## src/hdl/smis_regs.vh

```
// Register map constants for the masked system interrupt status block
`ifndef SMIS_REGS_VH
`define SMIS_REGS_VH
`define SMIS_RAW_OFFSET        12'h050
`define SMIS_MASK_OFFSET       12'h054
`define SMIS_CLEAR_OFFSET      12'h058
`define SMIS_NUM_EVENTS        7
`define SMIS_PLL_FAULT_BIT     0
`define SMIS_BROWNOUT_BIT      1
`define SMIS_REGULATOR_BIT     2
`define SMIS_MAIN_OSC_BIT      3
`define SMIS_INT_OSC_BIT       4
`define SMIS_CURRENT_LIMIT_BIT 5
`define SMIS_PLL_LOCK_BIT      6
`define SMIS_RESET_VALUE       7'h00
`endif

```

## src/hdl/smis_sync.v

```verilog
// Three-stage synchroniser with agreement check for one event pin
`default_nettype none
module smis_sync
(
    // Clock and reset
    input  wire i_clk,
    input  wire i_reset_n,
    // Pin and result
    input  wire i_pin,
    output reg  o_level
);
    reg s1_reg;
    reg s2_reg;
    reg s3_reg;

    // The first stage feeds only the second to keep metastability contained
    always @(posedge i_clk)
    begin
        if (!i_reset_n)
        begin
            s1_reg  <= 1'b0;
            s2_reg  <= 1'b0;
            s3_reg  <= 1'b0;
            o_level <= 1'b0;
        end
        else
        begin
            s1_reg <= i_pin;
            s2_reg <= s1_reg;
            s3_reg <= s2_reg;
            if (s2_reg == s3_reg)
                o_level <= s3_reg;
        end
    end
endmodule // smis_sync
`default_nettype wire

```

## src/hdl/smis_top.v

```verilog
// Masked system interrupt status controller with APB register access
// Function
// - Masked bit is raw AND mask; any masked bit drives the interrupt.
// - Writing one clears masked and raw bit; writing zero changes nothing. The code clears the raw bit only where the mask bit is set.
// - Bit 5 reports current-limit masked status, write-one-to-clear, resets zero.
// - Current-limit masked bit sets when the regulator limit event asserts and enabled.
// - Set mask passes raw bit to interrupt; clear mask blocks; same positions.
//
// Our own choice: the APB register port.
`include "smis_regs.vh"
`default_nettype none
module smis_top
(
    // Clock and reset
    input  wire        I_MCLK,
    input  wire        I_RESET_N,
    // APB slave
    input  wire        I_PSEL,
    input  wire        I_PENABLE,
    input  wire        I_PWRITE,
    input  wire [11:0] I_PADDR,
    input  wire [31:0] I_PWDATA,
    output wire        O_PREADY,
    output wire        O_PSLVERR,
    output reg  [31:0] O_PRDATA,
    // Event pins, one per source, level high while the condition stands
    input  wire [6:0]  I_EVENT,
    // Interrupt to processor
    output reg         O_IRQ
);
    localparam N = `SMIS_NUM_EVENTS;

    wire [N-1:0] event_sync;
    reg  [N-1:0] event_prev_reg;
    reg  [N-1:0] raw_event_status_reg;
    reg  [N-1:0] event_enable_mask_reg;
    reg  [N-1:0] raw_next;
    wire [N-1:0] masked;
    wire [N-1:0] event_rise;
    wire         access;
    wire         wr;
    wire         addr_ok;
    wire [N-1:0] clear_bits;
    reg  [31:0]  rdata_next;

    genvar g;
    generate
        for (g = 0; g < N; g = g + 1)
        begin : gen_sync
            smis_sync u_sync
            (
                .i_clk     (I_MCLK),
                .i_reset_n (I_RESET_N),
                .i_pin     (I_EVENT[g]),
                .o_level   (event_sync[g])
            );
        end
    endgenerate

    // Zero wait-state slave
    assign O_PREADY  = 1'b1;
    assign access    = I_PSEL & I_PENABLE;
    assign wr        = access & I_PWRITE;
    assign addr_ok   = (I_PADDR == `SMIS_RAW_OFFSET) | (I_PADDR == `SMIS_MASK_OFFSET)
                     | (I_PADDR == `SMIS_CLEAR_OFFSET);
    assign O_PSLVERR = access & ~addr_ok;

    // Events latch on the rising edge so a standing condition is not re-latched after a clear
    assign event_rise = event_sync & ~event_prev_reg;
    assign masked     = raw_event_status_reg & event_enable_mask_reg;
    // Upper write bits fall outside the 7-bit slice and are dropped
    assign clear_bits = (wr && I_PADDR == `SMIS_CLEAR_OFFSET) ? I_PWDATA[N-1:0] : {N{1'b0}};

    always @*
    begin
        // Clearing a masked bit also clears the raw bit; a new event wins the cycle
        raw_next = (raw_event_status_reg & ~(clear_bits & masked)) | event_rise;
    end

    always @*
    begin
        rdata_next = 32'h00000000;
        if (I_PADDR == `SMIS_RAW_OFFSET)
            rdata_next[N-1:0] = raw_event_status_reg;
        else if (I_PADDR == `SMIS_MASK_OFFSET)
            rdata_next[N-1:0] = event_enable_mask_reg;
        else if (I_PADDR == `SMIS_CLEAR_OFFSET)
            rdata_next[N-1:0] = masked;
    end

    always @(posedge I_MCLK)
    begin
        if (!I_RESET_N)
        begin
            event_prev_reg        <= `SMIS_RESET_VALUE;
            raw_event_status_reg  <= `SMIS_RESET_VALUE;
            event_enable_mask_reg <= `SMIS_RESET_VALUE;
            O_PRDATA              <= 32'h00000000;
            O_IRQ                 <= 1'b0;
        end
        else
        begin
            event_prev_reg       <= event_sync;
            raw_event_status_reg <= raw_next;
            if (wr && I_PADDR == `SMIS_MASK_OFFSET)
                event_enable_mask_reg <= I_PWDATA[N-1:0];
            if (I_PSEL && !I_PENABLE && !I_PWRITE)
                O_PRDATA <= rdata_next;
            O_IRQ <= |(raw_next & event_enable_mask_reg);
        end
    end
endmodule // smis_top
`default_nettype wire
```

## config.mk

```make
export PLATFORM = sky130hd
export DESIGN_NAME = smis_top
export DESIGN_NICKNAME = d
export VERILOG_FILES = /design/src/hdl/smis_sync.v /design/src/hdl/smis_top.v
export VERILOG_INCLUDE_DIRS = /design/src /design/src/hdl
export SDC_FILE = /design/constraint.sdc
export NUM_CORES = 1
export LEC_CHECK = 0
export ABC_AREA = 1
export BUFFER_PORTS_ARGS = -buffer_cell sky130_fd_sc_hd__buf_2
export CORE_MARGIN = 3
export CORE_UTILIZATION = 52
export CTS_BUF_LIST = sky130_fd_sc_hd__clkbuf_4 sky130_fd_sc_hd__clkbuf_8 sky130_fd_sc_hd__clkbuf_16
export DETAILED_ROUTE_END_ITERATION = 8
export GPL_ROUTABILITY_DRIVEN = 0
export HOLD_SLACK_MARGIN = 0.08
export PLACE_DENSITY = 0.84
export SYNTH_ARGS = -nofsm -noshare
export SYNTH_HDL_FRONTEND = slang
export SYNTH_SLANG_ARGS = --single-unit
```

## constraint.sdc

```tcl
create_clock -name I_MCLK -period 2.7 [get_ports I_MCLK]
set_input_delay 0.135 -clock I_MCLK [delete_from_list [all_inputs] [get_ports I_MCLK]]
set_output_delay 0.135 -clock I_MCLK [all_outputs]
set_load 0.03 [all_outputs]
```

=== Word level (Yosys, flattened, before mapping) ===
Index checks and enable logic that the tools add are counted.

* Output and inout bits: 35
* Bits in registers: 57
* Input port bits: 56
* Word-level logic and storage cells: 68

* Reduce and logical (&&, ||, !) cells: 7
* Eq/ne operators: 10
* Muxes and demuxes: 4
* Bitwise logic cells: 14

{| class="wikitable"
|+ Operator list
! kind !! number
|-
| 12-bit by 7-bit == test with 1-bit output, second input constant || 3
|-
| 7-bit bitwise AND || 5
|-
| 7-bit 2-to-1 mux || 4
|-
| 7-bit inverter || 2
|-
| 1-bit == test || 7
|-
| 7-bit OR || 1
|-
| 7-bit OR reduction || 1
|-
| 1-bit logical AND || 4
|-
| 1-bit bitwise AND || 3
|-
| 1-bit logical NOT || 2
|-
| 1-bit OR || 2
|-
| 1-bit inverter || 1
|}

=== Depth between registers and ports, before layout ===
* Word-level depth: 10
* Gate-level depth with buffers: 11
* Mapped depth without buffers: 11

=== Hierarchy ===
From an unflattened synthesis, not the netlist that was laid out.

* Cells, all modules: 327
* Area, all modules: 2,448.6 um2

{| class="wikitable"
|+ By module, submodules not included
! module !! area an instance (um2) !! cells each !! instances !! seq. area each (um2)
|-
| smis_top || 1,634.1 || 236 || 1 || 580.6
|-
| smis_sync || 116.4 || 13 || 7 || 80.1
|}

=== Worst setup path before layout ===
OpenSTA, ideal clock, no wires.

* Path kind: input to output
* From: in I_PADDR[6]
* To: out O_PSLVERR
* Path buffers: 0
* Path slack: 1,209 ps
* Required time: 2,565 ps
* Stages: 7
* Arrival time: 1,356 ps
* Cells stage by stage: nand2_1 > inv_1 > nand2_1 > nor2_8 > nand2_2 > clkinv_2 > nor3b_1

* Longest elaborated chain between the ends: 5
* Elaborated cells between the ends (all ways): 7
* Those cells by class: eq/ne (3); bitwise (4)

{| class="wikitable"
|+ RTL lines
! item !! RTL line !! RTL
|-
| from (decl) || smis_top.v:21 || <nowiki>input wire [11:0] I_PADDR,</nowiki>
|-
| 12-bit by 7-bit == test with 1-bit output (no source line) || n/a ||
|-
| 1-bit OR || smis_top.v:64 || <nowiki>assign addr_ok = (I_PADDR == `SMIS_RAW_OFFSET) | (I_PADDR == `SMIS_MASK_OFFSET)</nowiki>
|-
| 1-bit OR (*) || smis_top.v:64 ||
|-
| 1-bit inverter (*) || smis_top.v:66 || <nowiki>assign O_PSLVERR = access & ~addr_ok;</nowiki>
|-
| 1-bit bitwise AND (*) || smis_top.v:66 ||
|-
| to (decl) || smis_top.v:24 || <nowiki>output wire O_PSLVERR,</nowiki>
|}

Mark *: on every way between the ends. The rest lies on a longest branch, timed or not.

=== Worst setup path after layout ===
Same ends and word-level chain as after synthesis.

==> metrics.txt <==
# TYPE chip_impl_metric gauge
chip_impl_info{name="start_kind",value="input port"} 1
chip_impl_metric{name="final_number_of_hold_violating_endpoints",unit=""} 0
chip_impl_metric{name="synth_warnings",unit=""} 0
chip_impl_metric{name="post_syn_instances",unit=""} 328
chip_impl_metric{name="period_minus_slack",unit="ns"} 1.329
chip_impl_metric{name="drt_first_pass_iters",unit=""} 4
chip_impl_metric{name="syn_area_per_cell",unit="um^2"} 7.484
chip_impl_info{name="cts_tree",value="done"} 1
chip_impl_metric{name="met2_length",unit="mm"} 2.208
chip_impl_metric{name="synthXorXnorAreaFrac",unit="%"} 0
chip_impl_metric{name="timing.max_cap.violations",unit=""} 0
chip_impl_metric{name="yosys_register_bits",unit=""} 57
chip_impl_metric{name="placementRows",unit=""} 24
chip_impl_metric{name="via_count_of_the_first_global_routing_pass",unit=""} 1718
chip_impl_metric{name="timing.final.max_slew_violations",unit=""} 0
chip_impl_metric{name="routed-wl-met3",unit="um"} 215
chip_impl_metric{name="cts_max_level",unit=""} 3
chip_impl_metric{name="numCtsBuffers",unit=""} 9
chip_impl_metric{name="coreArea",unit="mm^2"} 0.004444
chip_impl_metric{name="route.detailed.vias_per_inst",unit=""} 4.447
chip_impl_info{name="cp-end-kind",value="output pin"} 1
chip_impl_metric{name="synth.lib_cells_used.distinct",unit=""} 26
chip_impl_metric{name="worst_ep_arrival_time",unit="ns"} 1.19
chip_impl_metric{name="io_buffer_count",unit=""} 39
chip_impl_info{name="result_of_the_run",value="complete, no violations"} 1
chip_impl_metric{name="holdWs",unit="ns"} 0.09103
chip_impl_metric{name="post_synth_instance_area",unit="mm^2"} 0.002455
chip_impl_metric{name="design.die.area",unit="mm^2"} 0.005582
chip_impl_metric{name="met1Wirelength",unit="mm"} 1.755
chip_impl_metric{name="antenna_cells_inserted",unit=""} 0
chip_impl_metric{name="antenna_violations_before_repair",unit=""} 0
chip_impl_metric{name="worst_slew_pin_slew",unit="ns"} 0.5276
chip_impl_metric{name="synth-adder-area-share",unit="%"} 0
chip_impl_metric{name="detailroute.via_count",unit=""} 1930
chip_impl_metric{name="crit_required",unit="ns"} 2.57
chip_impl_metric{name="timing.max_slew.rel_slack",unit="%"} 64.79
chip_impl_metric{name="dpl.cell_count",unit=""} 411
chip_impl_metric{name="drt.antenna.violating_nets",unit=""} 0
chip_impl_metric{name="drt_drc_violations_left",unit=""} 0
chip_impl_metric{name="grt_start_max_net_pins",unit=""} 36
chip_impl_metric{name="cellPowerDensity",unit="mW/mm^2"} 611.2
chip_impl_metric{name="yosysSeqAreaShare",unit="%"} 46.48
chip_impl_info{name="grt_setup_unrepaired",value="no"} 1
chip_impl_metric{name="vdd_drop_max",unit="mV"} 0.4269
chip_impl_info{name="cts.root.buffer_cell",value="sky130_fd_sc_hd__clkbuf_8"} 1
chip_impl_metric{name="number_of_buffers_between_clock_root_and_the_deepest_sink",unit=""} 2
chip_impl_metric{name="chipHeight",unit="um"} 74.71
chip_impl_metric{name="clkSinkCount",unit=""} 57
chip_impl_metric{name="wl_per_cell",unit="um"} 9.866
chip_impl_metric{name="ctsResizeCount",unit=""} 0
chip_impl_info{name="routed.top_layer",value="met4"} 1
chip_impl_info{name="timing_worst_setup_path_type",value="in2out"} 1
chip_impl_metric{name="drt-total-wl",unit="mm"} 4.282
chip_impl_metric{name="layout-drive-gt1-share",unit="%"} 18.85
chip_impl_metric{name="fmax",unit="MHz"} 752.2
chip_impl_metric{name="final_min_period_over_clock_period",unit="%"} 49.24
chip_impl_metric{name="finalSetupTns",unit="ns"} 0
chip_impl_metric{name="drt_iter0_markers",unit=""} 95
chip_impl_metric{name="groute.usage.overall",unit="%"} 16.65
chip_impl_metric{name="stdcell_count",unit=""} 434
chip_impl_metric{name="dpl.hpwl",unit="mm"} 3.095
chip_impl_metric{name="fin_worst_skew",unit="ns"} 0.007236
chip_impl_metric{name="timing.critical_path.fanout_max",unit=""} 10
chip_impl_metric{name="finalSetupViolCount",unit=""} 0
chip_impl_metric{name="synth.mux.area_fraction",unit="%"} 0
chip_impl_metric{name="global_route.overflow_total",unit=""} 0
chip_impl_metric{name="areaGrowthSynthToFinish",unit="%"} 15.55
chip_impl_metric{name="floorplan.io_pins",unit=""} 91
chip_impl_metric{name="total_leakage_power",unit="nW"} 1.591
chip_impl_metric{name="start_util",unit="%"} 55.24
chip_impl_metric{name="nFillCells",unit=""} 394
chip_impl_metric{name="synth_compound_gate_area_share",unit="%"} 11.21
chip_impl_info{name="synth_top_family_by_area",value="simple AND/OR/NAND/NOR gates"} 1
chip_impl_info{name="hp-class",value="in2reg"} 1
chip_impl_metric{name="cts.clk_slew.worst_paths",unit="ns"} 0.06
chip_impl_metric{name="synth_simple_gate_area_share",unit="%"} 22.99
chip_impl_metric{name="insertion_delay",unit="ns"} 0.33
chip_impl_metric{name="grt_first_pass_wirelength",unit="mm"} 6.989
chip_impl_metric{name="die_width",unit="um"} 74.71
chip_impl_metric{name="net_total_in_the_final_layout",unit=""} 433
Yosys cell counts:
library cell | number | share of area (%)
sky130_fd_sc_hd__a211oi_2 | 1 | 0.51
sky130_fd_sc_hd__a21oi_1 | 36 | 7.3
sky130_fd_sc_hd__buf_1 | 2 | 0.31
sky130_fd_sc_hd__buf_2 | 3 | 0.61
sky130_fd_sc_hd__buf_4 | 26 | 8.0
sky130_fd_sc_hd__buf_6 | 1 | 0.46
sky130_fd_sc_hd__clkbuf_1 | 1 | 0.15
sky130_fd_sc_hd__clkinv_2 | 1 | 0.20
sky130_fd_sc_hd__conb_1 | 2 | 0.31
sky130_fd_sc_hd__dfxtp_1 | 57 | 46
sky130_fd_sc_hd__inv_1 | 59 | 9.0
sky130_fd_sc_hd__inv_2 | 2 | 0.31
sky130_fd_sc_hd__nand2_1 | 70 | 11
sky130_fd_sc_hd__nand2_2 | 4 | 1.0
sky130_fd_sc_hd__nand3_2 | 1 | 0.41
sky130_fd_sc_hd__nand4_1 | 7 | 1.8
sky130_fd_sc_hd__nor2_1 | 28 | 4.3
sky130_fd_sc_hd__nor2_2 | 1 | 0.26
sky130_fd_sc_hd__nor2_4 | 3 | 1.4
sky130_fd_sc_hd__nor2_8 | 1 | 0.82
sky130_fd_sc_hd__nor3_1 | 6 | 1.2
sky130_fd_sc_hd__nor3_2 | 2 | 0.82
sky130_fd_sc_hd__nor3b_1 | 1 | 0.31
sky130_fd_sc_hd__o21ai_0 | 4 | 0.82
sky130_fd_sc_hd__o21ai_1 | 2 | 0.41
sky130_fd_sc_hd__o21bai_1 | 7 | 2.1
area by class of cell:
cell class / instances / area (um^2) / area share [%]
Sequential cell: 57 / 1141 / 40.23
Multi-Input combinational cell: 200 / 937.1 / 33.04
Timing Repair Buffer: 47 / 272.8 / 9.616
Inverter: 62 / 234.0 / 8.249
Clock buffer: 12 / 158.9 / 5.602
Tap cell: 52 / 65.06 / 2.294
Clock inverter: 4 / 27.53 / 0.9704
kinds of logic after synthesis:
kind of cell	count (synthesis)
compound gates	50
flops	57
simple gates	124
other cells	2
buf+inv	95
power by group:
group | internal (mW) | switching [mW] | total (mW) | leakage (nW)
logic | 0.0428 | 0.109 | 0.151 | 1.04
registers | 0.860 | 0.00676 | 0.866 | 0.464
clock network | 0.391 | 0.325 | 0.716 | 0.0880
routing by layer:
layer / track usage [%] / up-vias
li1: - / 1044
met1: 16.96 / 832
met2: 29.66 / 44
met5: 0 / -
met4: 8.300 / 0
met3: 6.409 / 10
stage by stage:
step                      worst slack, ns  util [%]  instance area [um^2]  power, mW
after floorplan                     1.209         -                  2545      1.020
after global placement              1.297     58.05                  2580      1.024
after detailed placement            1.235     58.05                  2580      1.029
after CTS                           1.368     63.82                  2836      1.752
after global routing                1.247     63.82                  2836      1.807
final                               1.371     63.82                  2836      1.734
cells in the final DEF (no fill, tap or decap), drive strengths merged:
cell type and instances:
nand2 74, inv 61, dfxtp 57, buf 40, a21oi 36, nor2 33, conb 26, clkbuf 12
nor3 8, nand4 7, o21bai 7, dlygate4sd3 7, o21ai 6, clkinvlp 3, clkinv 2, nand3 1
nor3b 1, a211oi 1
repair_timing:
item	in CTS	in global routing
endpoints found under the setup margin	0	0
setup buffers	0	0
hold endpoints to repair	7	0
hold buffers	7	0
critical path, cell delays in order:
cell and delay [ns]:
sky130_fd_sc_hd__buf_2 0.09, sky130_fd_sc_hd__nand2_1 0.05, sky130_fd_sc_hd__inv_1 0.04, sky130_fd_sc_hd__nand2_1 0.14
sky130_fd_sc_hd__nor2_8 0.08, sky130_fd_sc_hd__nand2_2 0.10, sky130_fd_sc_hd__clkinv_2 0.13, sky130_fd_sc_hd__nor3b_1 0.20
sky130_fd_sc_hd__buf_2 0.23
worst paths after layout:
check                                                      startpoint                                     to  slack (ns)  cells past startpoint
worst min register to register   gen_sync[3].u_sync.s1_reg$_SDFF_PN0_   gen_sync[3].u_sync.s2_reg$_SDFF_PN0_        0.41                      2
worst min-delay path                                      I_PWDATA[4]  event_enable_mask_reg[4]$_SDFFE_PN0P_        0.09                      3
worst max-delay path                                       I_PADDR[6]                              O_PSLVERR        1.37                      9
worst max register to register  event_enable_mask_reg[5]$_SDFFE_PN0P_                       O_IRQ$_SDFF_PN0_        1.51                      9
Power figures use the tool's default switching activity.
